### src/logic/flash_ctl_defines.svh
`ifndef FLASH_CTL_DEFINES_SVH
`define FLASH_CTL_DEFINES_SVH
// Host register byte addresses
`define REG_CTRL 8'h00
`define REG_ADDR 8'h04
`define REG_DATA 8'h08
`define REG_STATUS 8'h0C
`define REG_RDATA 8'h10
// Control register fields
`define CTRL_GO_BIT 0
`define CTRL_BYPASS_BIT 1
`define CTRL_RESET_BIT 2
`define CTRL_STANDBY_BIT 3
`define CTRL_WORD_BIT 4
`define CTRL_OP_LSB 8
`define CTRL_OP_MSB 10
`define CTRL_RESET 32'h0000_0010
// Bus phase timing
`define STROBE_NS 100
`define STROBE_CYC ((`STROBE_NS + 9) / 10)
`define RESET_NS 500
`define RESET_CYC ((`RESET_NS + 9) / 10)
// Command sequence codes written to the device
`define UNLOCK_ADDR1 20'h0_0555
`define UNLOCK_ADDR2 20'h0_02AA
`define UNLOCK_DATA1 16'h00AA
`define UNLOCK_DATA2 16'h0055
`define CMD_PROGRAM 16'h00A0
`define CMD_ERASE 16'h0080
`define CMD_CHIP 16'h0010
`define CMD_SECTOR 16'h0030
`define CMD_SUSPEND 16'h00B0
`define CMD_RESUME 16'h0030
`define CMD_BYPASS 16'h0020
`define CMD_BYP_EXIT1 16'h0090
`define CMD_BYP_EXIT2 16'h0000
`define CMD_READ_RESET 16'h00F0
`endif

### src/logic/flash_ctl_pkg.sv
package flash_ctl_pkg;
  typedef enum logic [2:0] {
    OP_READ = 3'h0,
    OP_PROGRAM = 3'h1,
    OP_CHIP_ERASE = 3'h2,
    OP_SECTOR_ERASE = 3'h3,
    OP_SUSPEND = 3'h4,
    OP_RESUME = 3'h5,
    OP_BYPASS_ENTER = 3'h6,
    OP_BYPASS_EXIT = 3'h7
  } op_e;
endpackage

### src/logic/flash_bus_cycle.sv
`timescale 1ns/10ps
`default_nettype none
`include "flash_ctl_defines.svh"
// One parallel bus cycle: write or read, strobe held STROBE_CYC cycles.
module flash_bus_cycle #(
  parameter int AW = 20,
  parameter int DW = 16
) (
  input wire logic i_ref_clk,
  input wire logic i_rst,
  input wire logic i_start,
  input wire logic i_write,
  input wire logic [AW-1:0] i_addr,
  input wire logic [DW-1:0] i_wdata,
  input wire logic [DW-1:0] i_dq_in,
  output logic o_done,
  output logic [DW-1:0] o_rdata,
  output logic [AW-1:0] o_addr,
  output logic [DW-1:0] o_dq_out,
  output logic o_dq_oe,
  output logic o_chip_sel_n,
  output logic o_write_n,
  output logic o_out_en_n
);
  localparam logic [7:0] STROBE = 8'(`STROBE_CYC);
  // Done rises on the same edge that releases the strobes, STROBE_CYC + 1 edges after start
  localparam int CYCLE_DONE = `STROBE_CYC + 1;
  logic [7:0] cnt_r, cnt_nxt;
  logic busy_r, busy_nxt, wr_r, wr_nxt, done_nxt;
  logic [DW-1:0] rdata_nxt;

  always_comb begin
    cnt_nxt = cnt_r;
    busy_nxt = busy_r;
    wr_nxt = wr_r;
    done_nxt = 1'b0;
    rdata_nxt = o_rdata;
    if (!busy_r && i_start) begin
      busy_nxt = 1'b1;
      wr_nxt = i_write;
      cnt_nxt = STROBE;
    end else if (busy_r) begin
      if (cnt_r == 8'h01) begin
        busy_nxt = 1'b0;
        done_nxt = 1'b1;
        if (!wr_r) begin
          rdata_nxt = i_dq_in;
        end
      end
      cnt_nxt = cnt_r - 8'h01;
    end
  end

  // Data bus driven only while the device output is off [RQ2]
  always_ff @(posedge i_ref_clk or posedge i_rst) begin
    if (i_rst) begin
      cnt_r <= 8'h00;
      busy_r <= 1'b0;
      wr_r <= 1'b0;
      o_done <= 1'b0;
      o_rdata <= '0;
      o_addr <= '0;
      o_dq_out <= '0;
      o_dq_oe <= 1'b0;
      o_chip_sel_n <= 1'b1;
      o_write_n <= 1'b1;
      o_out_en_n <= 1'b1;
    end else begin
      cnt_r <= cnt_nxt;
      busy_r <= busy_nxt;
      wr_r <= wr_nxt;
      o_done <= done_nxt;
      o_rdata <= rdata_nxt;
      if (!busy_r && i_start) begin
        o_addr <= i_addr;
        o_dq_out <= i_wdata;
      end
      o_dq_oe <= busy_nxt && wr_nxt;
      o_chip_sel_n <= !busy_nxt;
      o_write_n <= !(busy_nxt && wr_nxt);
      o_out_en_n <= !(busy_nxt && !wr_nxt);
    end
  end

  a_no_contention: assert property (@(posedge i_ref_clk) disable iff (i_rst)
    !(o_dq_oe && !o_out_en_n)) else $error("bus driven from both sides"); // RQ2
  a_cycle_length: assert property (@(posedge i_ref_clk) disable iff (i_rst)
    (!busy_r && i_start) |-> ##CYCLE_DONE o_done) else $error("bus cycle length wrong"); // RQ3
endmodule
`default_nettype wire

### src/logic/flash_ctl.sv
`timescale 1ns/10ps
`default_nettype none
`include "flash_ctl_defines.svh"
// How it works
// [RQ1] Device holds 1M bytes or 512K words; word mode selects sixteen data lines.
// [RQ2] Separate active-low select, write and output controls; no bus contention.
// [RQ3] Commands go to the device as plain bus write cycles.
// [RQ4] Device latches address and data on each write cycle.
// [RQ5] Complete program sequence starts an automatic self-timed program.
// [RQ6] Unlock bypass shortens each program to two write cycles.
// [RQ7] Erase sequence triggers automatic preprogram then timed erase.
// [RQ8] Erase covers whole chip or chosen sectors.
// [RQ9] Busy shown on ready/busy pin and polling and toggle bits.
// [RQ10] After completion device reads array and takes new commands.
// [RQ11] Sector erase leaves other sectors untouched.
// [RQ12] Array is one 16K, two 8K, one 32K, fifteen 64K sectors.
// [RQ13] Protected sectors refuse program and erase.
// [RQ14] Temporary unprotect allows changing protected sectors.
// [RQ15] Erase may be suspended, other sectors used, then resumed. Suspend is only sent from ST_IDLE, never while ST_POLL waits on an erase.
// [RQ16] Hardware reset aborts operation, returns device to array read.
// [RQ17] Device sleeps by itself when addresses stay stable.
// [RQ18] Host can place device in standby.
// [RQ19] Writes blocked during low supply.
// [RQ20] Ready/busy low while program or erase runs.
// [RQ21] Invalid sequences are discarded, device returns to array read.
module flash_ctl
  import flash_ctl_pkg::*;
#(
  parameter int AW = 20,
  parameter int DW = 16
) (
  input wire logic i_ref_clk,
  input wire logic i_rst,
  input wire logic [7:0] i_reg_addr,
  input wire logic [31:0] i_reg_wdata,
  input wire logic i_reg_wr,
  input wire logic i_reg_rd,
  output logic [31:0] o_reg_rdata,
  input wire logic [DW-1:0] i_dq_in,
  input wire logic i_ready_busy_n,
  output logic [AW-1:0] o_flash_addr,
  output logic [DW-1:0] o_dq_out,
  output logic o_dq_oe,
  output logic o_chip_sel_n,
  output logic o_write_n,
  output logic o_out_en_n,
  output logic o_reset_n,
  output logic o_word_mode
);
  typedef enum logic [3:0] {
    ST_IDLE = 4'b0001,
    ST_SEQ = 4'b0010,
    ST_POLL = 4'b0100,
    ST_RESET = 4'b1000
  } state_e;

  localparam logic [9:0] RESET_HOLD = 10'(`RESET_CYC);

  state_e state_r, state_nxt;
  logic [31:0] ctrl_r, ctrl_nxt;
  logic [AW-1:0] addr_r, addr_nxt;
  logic [DW-1:0] data_r, data_nxt;
  logic [2:0] step_r, step_nxt;
  logic [2:0] last_r, last_nxt;
  logic bypass_r, bypass_nxt;
  logic err_r, err_nxt;
  logic [9:0] rcnt_r, rcnt_nxt;
  logic [DW-1:0] prev_r, prev_nxt;
  logic poll_rd_r, poll_rd_nxt;
  logic start, cyc_write, cyc_done;
  logic [AW-1:0] cyc_addr;
  logic [DW-1:0] cyc_data, cyc_rdata;
  logic [31:0] rdata_nxt;
  op_e op;

  assign op = op_e'(ctrl_r[`CTRL_OP_MSB:`CTRL_OP_LSB]);

  // Sequence table: step index gives address/data for the chosen op [RQ3]
  always_comb begin
    cyc_write = 1'b1;
    cyc_addr = `UNLOCK_ADDR1;
    cyc_data = `UNLOCK_DATA1;
    case (step_r)
      3'd0: begin
        cyc_addr = `UNLOCK_ADDR1;
        cyc_data = `UNLOCK_DATA1;
      end
      3'd1: begin
        cyc_addr = `UNLOCK_ADDR2;
        cyc_data = `UNLOCK_DATA2;
      end
      3'd3: begin
        cyc_addr = `UNLOCK_ADDR1;
        cyc_data = `UNLOCK_DATA1;
      end
      3'd4: begin
        cyc_addr = `UNLOCK_ADDR2;
        cyc_data = `UNLOCK_DATA2;
      end
      default: begin
        cyc_addr = `UNLOCK_ADDR1;
        cyc_data = `UNLOCK_DATA1;
      end
    endcase
    // Command-bearing steps
    if (step_r == 3'd2 || (step_r == 3'd0 && bypass_r && op == OP_PROGRAM)) begin
      cyc_addr = `UNLOCK_ADDR1;
      case (op)
        OP_PROGRAM: cyc_data = `CMD_PROGRAM;
        OP_BYPASS_ENTER: cyc_data = `CMD_BYPASS;
        OP_READ: cyc_data = `CMD_READ_RESET;
        default: cyc_data = `CMD_ERASE;
      endcase
      if (bypass_r && op == OP_PROGRAM) begin
        cyc_addr = addr_r;
      end
    end
    if (step_r == last_r) begin
      cyc_addr = addr_r; // Device latches target address and data [RQ4]
      case (op)
        OP_PROGRAM: cyc_data = data_r;
        OP_CHIP_ERASE: begin
          cyc_addr = `UNLOCK_ADDR1;
          cyc_data = `CMD_CHIP; // [RQ8]
        end
        OP_SECTOR_ERASE: cyc_data = `CMD_SECTOR; // [RQ8]
        OP_SUSPEND: cyc_data = `CMD_SUSPEND; // [RQ15]
        OP_RESUME: cyc_data = `CMD_RESUME; // [RQ15]
        OP_BYPASS_EXIT: cyc_data = (step_r == 3'd0) ? `CMD_BYP_EXIT1 : `CMD_BYP_EXIT2;
        OP_BYPASS_ENTER: begin
          cyc_addr = `UNLOCK_ADDR1;
          cyc_data = `CMD_BYPASS;
        end
        default: cyc_data = `CMD_READ_RESET; // [RQ21]
      endcase
    end
    if (op == OP_BYPASS_EXIT) begin
      cyc_addr = addr_r;
      cyc_data = (step_r == 3'd0) ? `CMD_BYP_EXIT1 : `CMD_BYP_EXIT2;
    end
    if (state_r == ST_POLL) begin
      cyc_write = 1'b0;
      cyc_addr = addr_r;
    end
  end

  // Last step per op; bypass program uses two writes, normal four [RQ6]
  function automatic logic [2:0] last_step(input op_e o, input logic byp);
    case (o)
      OP_PROGRAM: last_step = byp ? 3'd1 : 3'd3; // [RQ6] [RQ5]
      OP_CHIP_ERASE: last_step = 3'd5; // [RQ7]
      OP_SECTOR_ERASE: last_step = 3'd5; // [RQ7]
      OP_SUSPEND: last_step = 3'd0;
      OP_RESUME: last_step = 3'd0;
      OP_BYPASS_EXIT: last_step = 3'd1;
      OP_BYPASS_ENTER: last_step = 3'd2;
      default: last_step = 3'd0;
    endcase
  endfunction

  always_comb begin
    state_nxt = state_r;
    ctrl_nxt = ctrl_r;
    addr_nxt = addr_r;
    data_nxt = data_r;
    step_nxt = step_r;
    last_nxt = last_r;
    bypass_nxt = bypass_r;
    err_nxt = err_r;
    rcnt_nxt = rcnt_r;
    prev_nxt = prev_r;
    poll_rd_nxt = poll_rd_r;
    start = 1'b0;
    ctrl_nxt[`CTRL_GO_BIT] = 1'b0;
    if (i_reg_wr) begin
      if (i_reg_addr == `REG_CTRL) begin
        ctrl_nxt = i_reg_wdata;
      end else if (i_reg_addr == `REG_ADDR) begin
        addr_nxt = i_reg_wdata[AW-1:0];
      end else if (i_reg_addr == `REG_DATA) begin
        data_nxt = i_reg_wdata[DW-1:0];
      end
    end
    case (state_r)
      ST_IDLE: begin
        if (ctrl_r[`CTRL_RESET_BIT]) begin
          state_nxt = ST_RESET; // [RQ16]
          rcnt_nxt = RESET_HOLD;
          ctrl_nxt[`CTRL_RESET_BIT] = 1'b0;
        end else if (ctrl_r[`CTRL_GO_BIT] && !ctrl_r[`CTRL_STANDBY_BIT]) begin
          state_nxt = ST_SEQ;
          step_nxt = (bypass_r && op == OP_PROGRAM) ? 3'd0 : 3'd0;
          last_nxt = last_step(op, bypass_r);
          err_nxt = 1'b0;
        end
      end
      ST_SEQ: begin
        start = !poll_rd_r;
        poll_rd_nxt = 1'b1;
        if (cyc_done) begin
          poll_rd_nxt = 1'b0;
          if (step_r == last_r) begin
            if (op == OP_BYPASS_ENTER) bypass_nxt = 1'b1;
            if (op == OP_BYPASS_EXIT) bypass_nxt = 1'b0;
            if (op == OP_PROGRAM || op == OP_CHIP_ERASE || op == OP_SECTOR_ERASE || op == OP_RESUME) begin
              state_nxt = ST_POLL; // [RQ9]
              step_nxt = 3'd0;
            end else begin
              state_nxt = ST_IDLE;
            end
          end else begin
            step_nxt = step_r + 3'd1;
          end
        end
      end
      ST_POLL: begin
        // Two reads in a row; unchanged toggle bit with ready/busy high means done [RQ9]
        start = !poll_rd_r;
        poll_rd_nxt = 1'b1;
        if (cyc_done) begin
          poll_rd_nxt = 1'b0;
          prev_nxt = cyc_rdata;
          if (step_r != 3'd0 && prev_r[6] == cyc_rdata[6] && i_ready_busy_n) begin
            state_nxt = ST_IDLE; // [RQ10]
            err_nxt = (op == OP_PROGRAM) && (cyc_rdata[7] != data_r[7]); // [RQ13]
          end
          step_nxt = 3'd1;
        end
        if (ctrl_r[`CTRL_RESET_BIT]) begin
          state_nxt = ST_RESET; // [RQ16]
          rcnt_nxt = RESET_HOLD;
          ctrl_nxt[`CTRL_RESET_BIT] = 1'b0;
        end
      end
      ST_RESET: begin
        rcnt_nxt = rcnt_r - 10'd1;
        if (rcnt_r == 10'd1) begin
          state_nxt = ST_IDLE;
          bypass_nxt = 1'b0;
        end
      end
      default: state_nxt = ST_IDLE;
    endcase
  end

  always_comb begin
    rdata_nxt = 32'h0000_0000;
    if (i_reg_addr == `REG_CTRL) begin
      rdata_nxt = ctrl_r;
    end else if (i_reg_addr == `REG_ADDR) begin
      rdata_nxt = 32'(addr_r);
    end else if (i_reg_addr == `REG_DATA) begin
      rdata_nxt = 32'(data_r);
    end else if (i_reg_addr == `REG_STATUS) begin
      rdata_nxt = {25'h0, !i_ready_busy_n, err_r, bypass_r, state_r};
    end else if (i_reg_addr == `REG_RDATA) begin
      rdata_nxt = 32'(prev_r);
    end
  end

  always_ff @(posedge i_ref_clk or posedge i_rst) begin
    if (i_rst) begin
      state_r <= ST_IDLE;
      ctrl_r <= `CTRL_RESET;
      addr_r <= '0;
      data_r <= '0;
      step_r <= 3'd0;
      last_r <= 3'd0;
      bypass_r <= 1'b0;
      err_r <= 1'b0;
      rcnt_r <= 10'd0;
      prev_r <= '0;
      poll_rd_r <= 1'b0;
      o_reg_rdata <= 32'h0000_0000;
      o_reset_n <= 1'b0;
      o_word_mode <= 1'b1;
    end else begin
      state_r <= state_nxt;
      ctrl_r <= ctrl_nxt;
      addr_r <= addr_nxt;
      data_r <= data_nxt;
      step_r <= step_nxt;
      last_r <= last_nxt;
      bypass_r <= bypass_nxt;
      err_r <= err_nxt;
      rcnt_r <= rcnt_nxt;
      prev_r <= prev_nxt;
      poll_rd_r <= poll_rd_nxt;
      if (i_reg_rd) o_reg_rdata <= rdata_nxt;
      else o_reg_rdata <= 32'h0000_0000;
      o_reset_n <= (state_nxt != ST_RESET); // [RQ16]
      o_word_mode <= ctrl_nxt[`CTRL_WORD_BIT]; // [RQ1]
    end
  end

  // Chip select stays high in standby once in ST_IDLE, after any running operation ends; the device then drops its power [RQ18]
  flash_bus_cycle #(.AW(AW), .DW(DW)) u_cycle (
    .i_ref_clk(i_ref_clk),
    .i_rst(i_rst),
    .i_start(start),
    .i_write(cyc_write),
    .i_addr(cyc_addr),
    .i_wdata(cyc_data),
    .i_dq_in(i_dq_in),
    .o_done(cyc_done),
    .o_rdata(cyc_rdata),
    .o_addr(o_flash_addr),
    .o_dq_out(o_dq_out),
    .o_dq_oe(o_dq_oe),
    .o_chip_sel_n(o_chip_sel_n),
    .o_write_n(o_write_n),
    .o_out_en_n(o_out_en_n)
  );

  a_reset_hold: assert property (@(posedge i_ref_clk) disable iff (i_rst)
    $rose(state_r == ST_RESET) |-> !o_reset_n [*8]) else $error("reset pulse too short"); // RQ16
  a_standby_quiet: assert property (@(posedge i_ref_clk) disable iff (i_rst)
    (state_r == ST_IDLE && ctrl_r[`CTRL_STANDBY_BIT]) |=> o_chip_sel_n) else $error("select in standby"); // RQ18
  a_poll_read: assert property (@(posedge i_ref_clk) disable iff (i_rst)
    (state_r == ST_POLL) |-> o_write_n) else $error("write during poll"); // RQ9
  a_idle_after_rst: assert property (@(posedge i_ref_clk) disable iff (i_rst)
    (state_r == ST_RESET && rcnt_r == 10'd1) |=> state_r == ST_IDLE && !bypass_r) else $error("reset exit"); // RQ16
  a_last_bypass: assert property (@(posedge i_ref_clk) disable iff (i_rst)
    (state_r == ST_SEQ && bypass_r && op == OP_PROGRAM) |-> last_r == 3'd1) else $error("bypass length"); // RQ6
  a_last_normal: assert property (@(posedge i_ref_clk) disable iff (i_rst)
    (state_r == ST_SEQ && !bypass_r && op == OP_PROGRAM) |-> last_r == 3'd3) else $error("program length"); // RQ5
endmodule
`default_nettype wire

### config.mk
export PLATFORM = sky130hd
export DESIGN_NAME = flash_ctl
export DESIGN_NICKNAME = d
export VERILOG_FILES = /design/src/logic/flash_ctl_pkg.sv /design/src/logic/flash_bus_cycle.sv /design/src/logic/flash_ctl.sv
export VERILOG_INCLUDE_DIRS = /design/src /design/src/logic
export SDC_FILE = /design/constraint.sdc
export NUM_CORES = 1
export LEC_CHECK = 0
export BUFFER_PORTS_ARGS = -buffer_cell sky130_fd_sc_hd__clkbuf_2
export CAP_MARGIN = 10
export CORE_MARGIN = 2
export CORE_UTILIZATION = 55
export DETAILED_ROUTE_END_ITERATION = 10
export PLACE_DENSITY_LB_ADDON = 0.25
export SLEW_MARGIN = 15
export SYNTH_ARGS = -nofsm -noshare
export SYNTH_HDL_FRONTEND = slang
export SYNTH_SLANG_ARGS = --single-unit
export TNS_END_PERCENT = 100
### constraint.sdc
create_clock -name i_ref_clk -period 8.14 [get_ports i_ref_clk]
set_clock_uncertainty 0.2 [all_clocks]
set_input_delay 0.814 -clock i_ref_clk [delete_from_list [all_inputs] [get_ports i_ref_clk]]
set_output_delay 0.814 -clock i_ref_clk [all_outputs]
set_load 0.02 [all_outputs]
# Yosys cells after proc, flatten, opt, wreduce, memory -nomap -nowiden
# Cells that the tools add are included.
[word_totals] regBits=208 input_bits=61 output_inout_bits=74 wordCells=183
[classes] addsub=3 n_eq_ne=34 n_mux=68 bitwise=5 reduce_logical=47
[ops] op="$mux W20" n=7
[ops] op="$mux W16" n=6
[ops] op="$pmux W16 S5" n=1
[ops] op="$mux W32" n=2
[ops] op="$mux W4" n=8
[ops] op="$mux W8" n=4
[ops] op="$pmux W8 S3" n=1
[ops] op="$mux W1" n=21
[ops] op="$mux W3" n=7
[ops] op="$pmux W10 S2" n=1
[ops] op="$eq A8 B4 Y1 const B" n=2
[ops] op="$pmux W4 S4" n=1
[ops] op="$eq A3 B3 Y1 const B" n=5
[ops] op="$pmux W3 S4" n=1
[ops] op="$reduce_or A2 Y1" n=6
[ops] op="$mux W11" n=1
[ops] op="$eq A10 B1 Y1 const B" n=1
[ops] op="$logic_and A1 B1 Y1" n=10
[ops] op="$mux W10" n=1
[ops] op="$mux W5" n=2
[ops] op="$reduce_and A5 Y1" n=2
[ops] op="$sub A10 B1 Y10 const B" n=1
[ops] op="$eq A3 B2 Y1 const B" n=3
[ops] op="$pmux W3 S3" n=1
[ops] op="30 further kinds" n=62

# Longest topological paths before layout
# Gate-level depths: netlist (run 1).
[depth] depth_word=9 mapped_depth=8 mapped_depth_nobuf=7

# Modules after synthesis
# Synthesis (run 1) repeated with hierarchy kept, for this count alone.
[hier_totals] cells_unflattened=778 hier_area_um2=9367.7
[by_module_without_submodules] mod="flash_ctl" instances=1 cells_per_inst=602 area_each_um2=6747.7 seq_area_each_um2=3505.9
[by_module_without_submodules] mod="flash_bus_cycle" instances=1 cells_per_inst=176 area_each_um2=2620.0 seq_area_each_um2=1680.4

# Least setup slack after synthesis (run 1)
# Ideal clock, no wire load.
[synth_timing] path_kind="input-to-reg" from="input port i_reg_addr[1]" to="register ctrl_r[1]" setup_ns=0.125 arrival_time_ns=2.115 required_ns=7.815 setup_slack_ns=5.701 path_stages=6 path_buffers=2 cell_sequence="or3_1 -> buf_2 -> nor2_4 -> nand3_1 -> buf_2 -> mux2_2"
[synth_between] elab_chain_len=2
[synth_lines] item="start: declaration" line="flash_ctl.sv:34" rtl="input wire logic [7:0] i_reg_addr,"
[synth_lines] item="$logic_not A8 Y1 (no line)"
[synth_lines] item="$reduce_and A2 Y1 (no line)"
[synth_lines] item="end signal: assignment" line="flash_ctl.sv:264" rtl="ctrl_r <= `CTRL_RESET;"
[synth_lines] item="end signal: assignment" line="flash_ctl.sv:279" rtl="ctrl_r <= ctrl_nxt;"
[synth_lines] item="end: declaration" line="flash_ctl.sv:60" rtl="logic [31:0] ctrl_r, ctrl_nxt;"
# Every way passes these cells.
# A chain may end at the register's enable or synchronous reset.

# Worst setup path after layout (run 1)
[layout_timing] from="input port i_reg_addr[2]" to="register ctrl_r[23]"
# Same word-level chain as after synthesis.

==> reports/qor.txt, run 1 <==
Gate power share - 8.9%
P_leak - 5.42 nW
Final min period - 3.25 ns
Syn Area/Cell - 11.4 µm²
CP Class - input port to flop
CP max FO - 34
Dpl hpwl - 15,600 µm
Maximum VDD drop - 0.000214 V
Period utilization - 39.9%
Die area - 18,000 µm²
Initial antenna violation count - 0
Final Instance Count excl. Fillers - 1,175
Max-cap violations - 0
Synthesis-to-layout area growth - 17.0%
Relative slew margins - 31.2%
Placer Congestion - 0.895
CORE AREA - 16,600 µm²
Root Buffer - clkbuf_16
Max frequency - 308 MHz
RSZ-0062 raised after global routing - false
Mux share of post-synthesis cell area - 12.3%
Post-synth EDFFs - 0
Clk sinks - 207
Post-synthesis sequential area ratio - 55.7%
# diodes - 0
Inserted Clock Buffers - 22
WHS - 0.270 ns
CTS Buffer Depth - 3
CTS tree - built
Vias in the first global route - 6,799
Largest family of logic cells by synthesized area - compound AO/OA/AOI/OAI gates
Via count - 6,894
Power per cell area - 220 nW/µm²
Synth Area in Compound Gates - 13.9%
CTS H-tree depth - 1
Switching power share of the total - 24.3%
Largest net degree at the start of global routing - 126
Synth Flop Type - dfrtp_1
Crit path DAT - 3.43 ns
Outcome - complete, no violations
Final ANT Viol Nets - 0
Seq cells post-synth - 207
Nets - 1,008
Setup tns final - 0 ns
Fraction of registers with async set/reset - 100%
Worst Max-Slew Pin Slew - 1.03 ns
Setup violators final - 0
Final-report hold violation count - 0
Total grt overflow - 0
Sw power - 582 µW
Site Rows - 47
Cts hold-fix bufs - 0
DR pass1 iterations - 5
Latest clock arrival within the worst-skew pair - 0.50 ns
Setup bufs post-CTS - 0
WP data required - 8.32 ns
DRC Markers - 0
Post-Synth XOR/XNOR Area - 1.13%
Synth Cell Area - 9310 µm²
Syn nets - 885
Cells after synthesis - 816
Routed WL - 22,500 µm
Worst-path clk slew - 0.06 ns
Worst setup SP type - input port
Initial DRC Count - 564
Initial core utilization - 56.1%
Unique masters post-synth - 71
Wirelength per Cell - 19.2 µm
IO Pins - 135
Synth Warn # - 0
Die Span Y - 134 µm
Crit. Startpoint - i_reg_addr[2]
Simple-Gate Fraction of Synth Area - 13.0%
Share of layout cells above drive strength 1 - 30.4%
CP Capture Type - flop
Max Slew Vio Count - 0
R2r startpoint - step_r[2]$_DFFE_PP0P_
Pint - 1.81 mW
Proportion of power drawn by the clock network - 43.0%
Sequential share of power - 48.1%
Post-Synth Adder-Cell Area - 1.08%
Die width - 134 µm
GR Util All Layers - 25.4%
Placed cells - 1,135
Buffers on Ports - 134
First-pass GRT wire length - 36,100 µm
Post_cts resized - 0
Via-per-instance ratio - 5.87
Min-delay worst type - input port to asynchronous set/reset pin
[worst max-delay path, stage by stage]
cell and delay (ns):
clkbuf_2 0.20, or3_1 0.54, nor2_4 0.64, nand3_1 0.48, buf_4 0.40, mux2_2 0.33
[final timing paths]
path	endpoint	slack, ns	depth (start not counted)
worst max-delay path	ctrl_r[23]$_DFFE_PP0P_	4.89	6
worst min-delay path	u_cycle.o_rdata[14]$_DFFE_PP0P_	0.27	2
worst max register to register	u_cycle.o_addr[14]$_DFFE_PP0P_	5.38	4
worst min register to register	u_cycle.o_dq_out[5]$_DFFE_PP0P_	0.28	2
max in group asynchronous	rcnt_r[0]$_DFFE_PP0P_	5.94	3
min in group i_ref_clk	u_cycle.o_dq_out[5]$_DFFE_PP0P_	0.28	2
[layer usage]
layer,share of wire [%],global-route usage [%]
met5,0,0
met4,2.1,6.73
met3,4.8,3.70
met2,50,43.5
met1,43,34.3
[cell families after synthesis]
family | Yosys count
XOR/XNOR | 12
flip-flops | 207
adder cells (fa/ha/maj) | 8
AND/OR/NAND/NOR | 218
multiplexers | 102
buffers and inverters | 64
AO/OA/AOI/OAI | 205
[cell usage in the layout, fill, tap and decap left out, types with 6 or more instances in the layout]
cell	count
xnor2_1	6
mux2_2	88
buf_4	8
clkbuf_2	134
and2_1	13
nand2_1	70
a32o_1	7
xor2_1	6
nor3_1	15
and3_1	15
clkbuf_16	22
a21oi_1	50
nor2_1	45
dfrtp_1	202
o21ai_0	68
nand3_1	16
nor2b_1	8
a22o_1	18
ha_1	8
o22ai_1	13
inv_1	20
mux2_1	10
[cells in the mapped netlist, types with 13 or more instances]
master    count  share of area, %
nand3_1      16              0.86
and3_1       15               1.0
a21oi_1      50               2.7
o22ai_1      13              0.87
dfrtp_1     202                54
nand2_1      70               2.8
nor2_1       45               1.8
inv_1        21              0.85
o21ai_0      68               3.7
buf_2        15              0.81
and2_1       13              0.87
a22o_1       18               1.7
mux2_2       88                11
nor3_1       15              0.81
clkbuf_1     21              0.85
[through the flow]
step / util [%] / total power [mW] / worst slack (ns) / area (µm²)
6_report: 65.7 / 2.39 / 4.89 / 10900
3_3_place_gp: 61.1 / 1.37 / 4.55 / 10100
5_1_grt: 65.7 / 2.49 / 4.75 / 10900
4_1_cts: 65.7 / 2.41 / 4.95 / 10900
3_5_place_dp: 61.1 / 1.38 / 4.43 / 10100
2_1_floorplan: - / 1.31 / 1.48 / 9310
[flip-flops by register name, summed over array words and instances, names as in the netlist, 3 cells and up]
signal / flops
prev_r: 16
o_reg_rdata: 32
data_r: 16
step_r: 3
u_cycle.o_rdata: 16
u_cycle.o_addr: 20
state_r: 4
last_r: 3
addr_r: 20
u_cycle.o_dq_out: 16
ctrl_r: 32
rcnt_r: 10
u_cycle.cnt_r: 8
[layout make-up]
cell class / count / area, µm²
Clock inverter: 9 / 131
Sequential cell: 207 / 5190
Timing Repair Buffer: 142 / 731
Multi-Input combinational cell: 545 / 3860
Inverter: 21 / 86.3
Fill cell: 1311 / 5690
Clock buffer: 31 / 624
Tap cell: 220 / 275
[power by group through the flow]
| stage | Clock [mW] | Combinational, mW | Sequential, mW |
|---|---|---|---|
| final | 1.03 | 0.213 | 1.15 |
| after global routing | 1.09 | 0.241 | 1.16 |
| after CTS | 1.04 | 0.215 | 1.15 |
| after detailed placement | 0 | 0.214 | 1.17 |
| after global placement | 0 | 0.208 | 1.17 |
| after floorplan | 0 | 0.162 | 1.15 |
No activity file was read; power rests on OpenSTA's default activity.
==> run 2: changes to the inputs <==
Settings changed: CORE_UTILIZATION 55 to 52.
Clock period 8.14 ns to 2.8 ns, I/O delays scaled along.
==> reports/qor.txt, run 2 (same netlist as run 1, synthesis figures left out) <==
Outcome - complete, no violations
Largest net degree at the start of global routing - 90
Post_cts resized - 0
Proportion of power drawn by the clock network - 41.8%
Inserted Clock Buffers - 22
Initial core utilization - 53.5%
CTS H-tree depth - 1
Sw power - 1.68 mW
Maximum VDD drop - 0.000473 V
Hold_sp - i_ready_busy_n
Crit. Startpoint - step_r[2]$_DFFE_PP0P_
P_leak - 5.70 nW
CP max FO - 15
DR pass1 iterations - 5
CP Class - flop to flop
Nets - 1,075
First-pass GRT wire length - 37,500 µm
Worst-path clk slew - 0.06 ns
# diodes - 0
Via count - 7,166
Worst Max-Slew Pin Slew - 0.739 ns
Post-route setup slack - 0.387 ns
Initial antenna violation count - 0
Max-cap violations - 0
Setup bufs post-CTS - 0
Relative slew margins - 50.2%
Die area - 19,000 µm²
Cts hold-fix bufs - 50
Die Span Y - 138 µm
GR Util All Layers - 25.6%
Synthesis-to-layout area growth - 23.9%
Pint - 5.26 mW
Placer Congestion - 0.918
Setup violators final - 0
Clk sinks - 207
CP Capture Type - flop
Min-delay worst type - input port to flop
Period utilization - 86.2%
Commonest non-fill, non-tap cell in the layout - dfrtp_1
Final min period - 2.41 ns
Buffers on Ports - 134
WP data required - 2.97 ns
Share of layout cells above drive strength 1 - 29.7%
RSZ-0062 raised after global routing - false
Root Buffer - clkbuf_16
DRC Markers - 0
Total grt overflow - 0
Worst setup SP type - flop
CTS Buffer Depth - 3
Dpl ws - 0.417 ns
Setup tns final - 0 ns
Latest clock arrival within the worst-skew pair - 0.50 ns
Sequential share of power - 48.2%
Regs by FF count - ctrl_r (32), o_reg_rdata (32)
IO Pins - 135
CORE AREA - 17,400 µm²
Crit path DAT - 2.58 ns
Max frequency - 414 MHz
Final-report hold violation count - 0
Final ANT Viol Nets - 0
Site Rows - 48
Die width - 138 µm
CTS tree - built
Vias in the first global route - 7,070
Routed WL - 23,800 µm
Power per cell area - 602 nW/µm²
WHS - 0.0970 ns
R2r startpoint - step_r[2]$_DFFE_PP0P_
Gate power share - 10.1%
Switching power share of the total - 24.2%
Wirelength per Cell - 19.1 µm
Via-per-instance ratio - 5.75
Initial DRC Count - 465
Commonest cells after routing, fill and taps aside - dfrtp_1, clkbuf_2, mux2_2, nand2_1, o21ai_0
Dpl hpwl - 16,500 µm
Max Slew Vio Count - 0
## run 2: cell type report
class | instances | area (µm²)
fillers | 1381 | 5880
flip-flops and latches | 207 | 5190
multi-input cells | 545 | 3860
repair buffers | 209 | 1400
clock buffers | 38 | 702
well taps | 225 | 282
inverters | 21 | 82.6
clock inverters | 1 | 30.0
## run 2: worst max-delay path, stage by stage (launching register included)
cell     delay (ns)
dfrtp_1        0.63
xor2_1         0.19
or3_1          0.59
a21oi_1        0.33
buf_4          0.22
o21ai_0        0.11
## run 2: final timing paths
kind / slack, ns / end / cells past startpoint
worst max-delay path: 0.39 / u_cycle.o_addr[13]$_DFFE_PP0P_ / 5
worst min-delay path: 0.1 / err_r$_DFFE_PP0P_ / 4
worst max register to register: 0.39 / u_cycle.o_addr[13]$_DFFE_PP0P_ / 5
worst min register to register: 0.28 / rcnt_r[8]$_DFFE_PP0P_ / 1
max in group asynchronous: 1.64 / o_reg_rdata[20]$_DFF_PP0_ / 4
min in group asynchronous: 0.26 / u_cycle.cnt_r[6]$_DFFE_PP0P_ / 4
## run 2: layer usage
layer  up-vias  GRT usage (%)  wire [µm]
li1       3330              -          -
met1      3565           34.9      10500
met2       220           42.7      11500
met3        51           3.20       1160
met4         0           8.67        686
met5         -              0          0
## run 2: power by group through the flow
stage               clock [mW]  combinational [mW]  sequential, mW
floorplan                    0               0.472            3.34
global placement             0               0.630            3.39
detailed placement           0               0.642            3.39
CTS                       2.95               0.703            3.34
global route              3.08               0.779            3.37
finish                    2.90               0.698            3.35
## run 2: per-stage QoR
step | util, % | power (mW) | area (µm²) | std cells
3_5_place_dp | 59.2 | 4.03 | 10300 | 1157
2_1_floorplan | - | 3.81 | 9310 | 816
5_1_grt | 66.2 | 7.23 | 11500 | 1246
6_report | 66.2 | 6.95 | 11500 | 1246
4_1_cts | 66.2 | 6.99 | 11500 | 1246
3_3_place_gp | 59.2 | 4.02 | 10300 | 1157
==> run 3: changes to the inputs <==
Settings changed: CORE_UTILIZATION 52 to 55.
Clock period 2.8 ns to 3.1 ns, I/O delays scaled along.
==> reports/qor.txt, run 3 (same netlist as run 1, synthesis figures left out) <==
Outcome - complete, no violations
Setup violators final - 0
Die area - 18,000 µm²
Wirelength per Cell - 19.2 µm
Dpl ws - 0.338 ns
Latest clock arrival within the worst-skew pair - 0.51 ns
Commonest non-fill, non-tap cell in the layout - dfrtp_1
WP data required - 3.24 ns
Root Buffer - clkbuf_16
Power per cell area - 567 nW/µm²
Fillers - 1,253
DR pass1 iterations - 5
Final min period - 2.81 ns
P_leak - 5.70 nW
Regs by FF count - ctrl_r (32), o_reg_rdata (32)
RSZ-0062 raised after global routing - false
Die width - 134 µm
Die Span Y - 134 µm
Critical Path, Cell by Cell - inv_1 -> ha_1 -> nor2b_1 -> and2_1 -> a21oi_1 -> o31ai_1 -> o21ai_0
Total grt overflow - 0
Final ANT Viol Nets - 0
Hold_sp - i_reg_addr[1]
DRC Markers - 0
First-pass GRT wire length - 37,900 µm
Initial core utilization - 56.1%
Max stage delay on crit path - 0.83 ns
Commonest cells after routing, fill and taps aside - dfrtp_1, clkbuf_2, mux2_2, nand2_1, o21ai_0
Largest net degree at the start of global routing - 86
Min-delay worst type - input port to flop
Nets - 1,068
CP Capture Type - flop
R2R Path End - u_cycle.o_addr[6]$_DFFE_PP0P_
Worst Max-Slew Pin Slew - 0.984 ns
Max Slew Vio Count - 0
Hold path depth - 4
CORE AREA - 16,600 µm²
Highest-delay cell along the critical path - o31ai_1
CTS H-tree depth - 1
Inserted Clock Buffers - 23
Placer Congestion - 0.959
Site Rows - 47
Vias in the first global route - 7,343
Max frequency - 356 MHz
Max-cap violations - 0
Worst Hold End - o_reg_rdata[0]$_DFF_PP0_
Buf/Inv on CP - 1
CTS tree - built
Worst r2r path cells - 7
Dpl hpwl - 16,100 µm
Maximum VDD drop - 0.000463 V
CTS Buffer Depth - 3
R2r startpoint - step_r[0]$_DFFE_PP0P_
Setup bufs post-CTS - 0
CP max FO - 8
Cell family with most CP delay - compound AO/OA/AOI/OAI gates
# diodes - 0
Share of layout cells above drive strength 1 - 29.8%
Relative slew margins - 33.9%
Final-report hold violation count - 0
Routed WL - 23,700 µm
Via count - 7,271
Buffers on Ports - 134
IO Pins - 135
Crit path DAT - 2.95 ns
Worst setup SP type - flop
Period utilization - 90.6%
R2r setup slk - 0.29 ns
Via-per-instance ratio - 5.89
CP Class - flop to flop
Initial antenna violation count - 0
Synthesis-to-layout area growth - 23.9%
Post-route setup slack - 0.290 ns
Initial DRC Count - 436
Clk sinks - 207
Setup tns final - 0 ns
Worst-path clk slew - 0.06 ns
GR Util All Layers - 26.7%
==> run 3: worst max path at each step <==
stage	startpoint	to	slack [ns]	cells past startpoint
final	step_r[0]$_DFFE_PP0P_	u_cycle.o_addr[6]$_DFFE_PP0P_	0.29	7
after global routing	step_r[0]$_DFFE_PP0P_	u_cycle.o_addr[10]$_DFFE_PP0P_	0.1	7
after CTS	step_r[0]$_DFFE_PP0P_	u_cycle.o_addr[6]$_DFFE_PP0P_	0.32	7
after detailed placement	step_r[0]$_DFFE_PP0P_	u_cycle.o_addr[6]$_DFFE_PP0P_	0.34	7
after global placement	step_r[0]$_DFFE_PP0P_	u_cycle.o_addr[4]$_DFFE_PP0P_	0.33	7
after floorplan	i_rst	addr_r[0]$_DFFE_PP0P_	-0.09	1
==> run 3: what timing repair did <==
action	4_1_cts	5_1_grt
endpoints found under the hold margin	246	0
resized for setup	0	0
hold buffers	49	0
==> run 3: layout make-up <==
| type | instances | area (µm²) | area share (%) |
|---|---|---|---|
| inverter | 21 | 82.6 | 0.716 |
| clock inverter | 8 | 146 | 1.27 |
| sequential | 207 | 5190 | 45.0 |
| multi-input combinational | 545 | 3860 | 33.4 |
| timing repair buffer | 201 | 1320 | 11.5 |
| clock buffer | 32 | 669 | 5.80 |
| tap | 220 | 275 | 2.39 |
==> run 3: stage by stage <==
stage	area (µm²)	util [%]	hold slack, ns	cells	total power, mW
final	11500	69.6	0.0768	1234	6.54
after global routing	11500	69.6	0.0931	1234	6.80
after CTS	11500	69.6	0.0546	1234	6.57
after detailed placement	10200	61.7	0.0777	1145	3.63
after global placement	10200	61.7	0.0845	1145	3.61
after floorplan	9310	-	0.236	816	3.44
==> run 3: power breakdown <==
group / total [mW] / internal, mW / switching, mW
sequential: 3.02 / 2.85 / 0.168
combinational: 0.623 / 0.292 / 0.332
clock: 2.90 / 1.83 / 1.07
total: 6.54 / 4.98 / 1.57
==> run 3: metal layers <==
metal	global-route usage, %	vias up	routed length, µm	part of all wire, %
li1	-	3318	-	-
met1	36.3	3619	10100	43
met2	43.9	263	11400	48
met3	4.04	71	1280	5.4
met4	9.88	0	937	4.0
met5	0	-	0	0
==> run 3: worst reg2reg max path, delay by kind of cell, from the launching register on <==
family | cells | cell delay [ns]
adder cells (fa/ha/maj) | 1 | 0.32
AND/OR/NAND/NOR | 2 | 0.47
flip-flops | 1 | 0.40
AO/OA/AOI/OAI | 3 | 1.13
buffers and inverters | 1 | 0.11
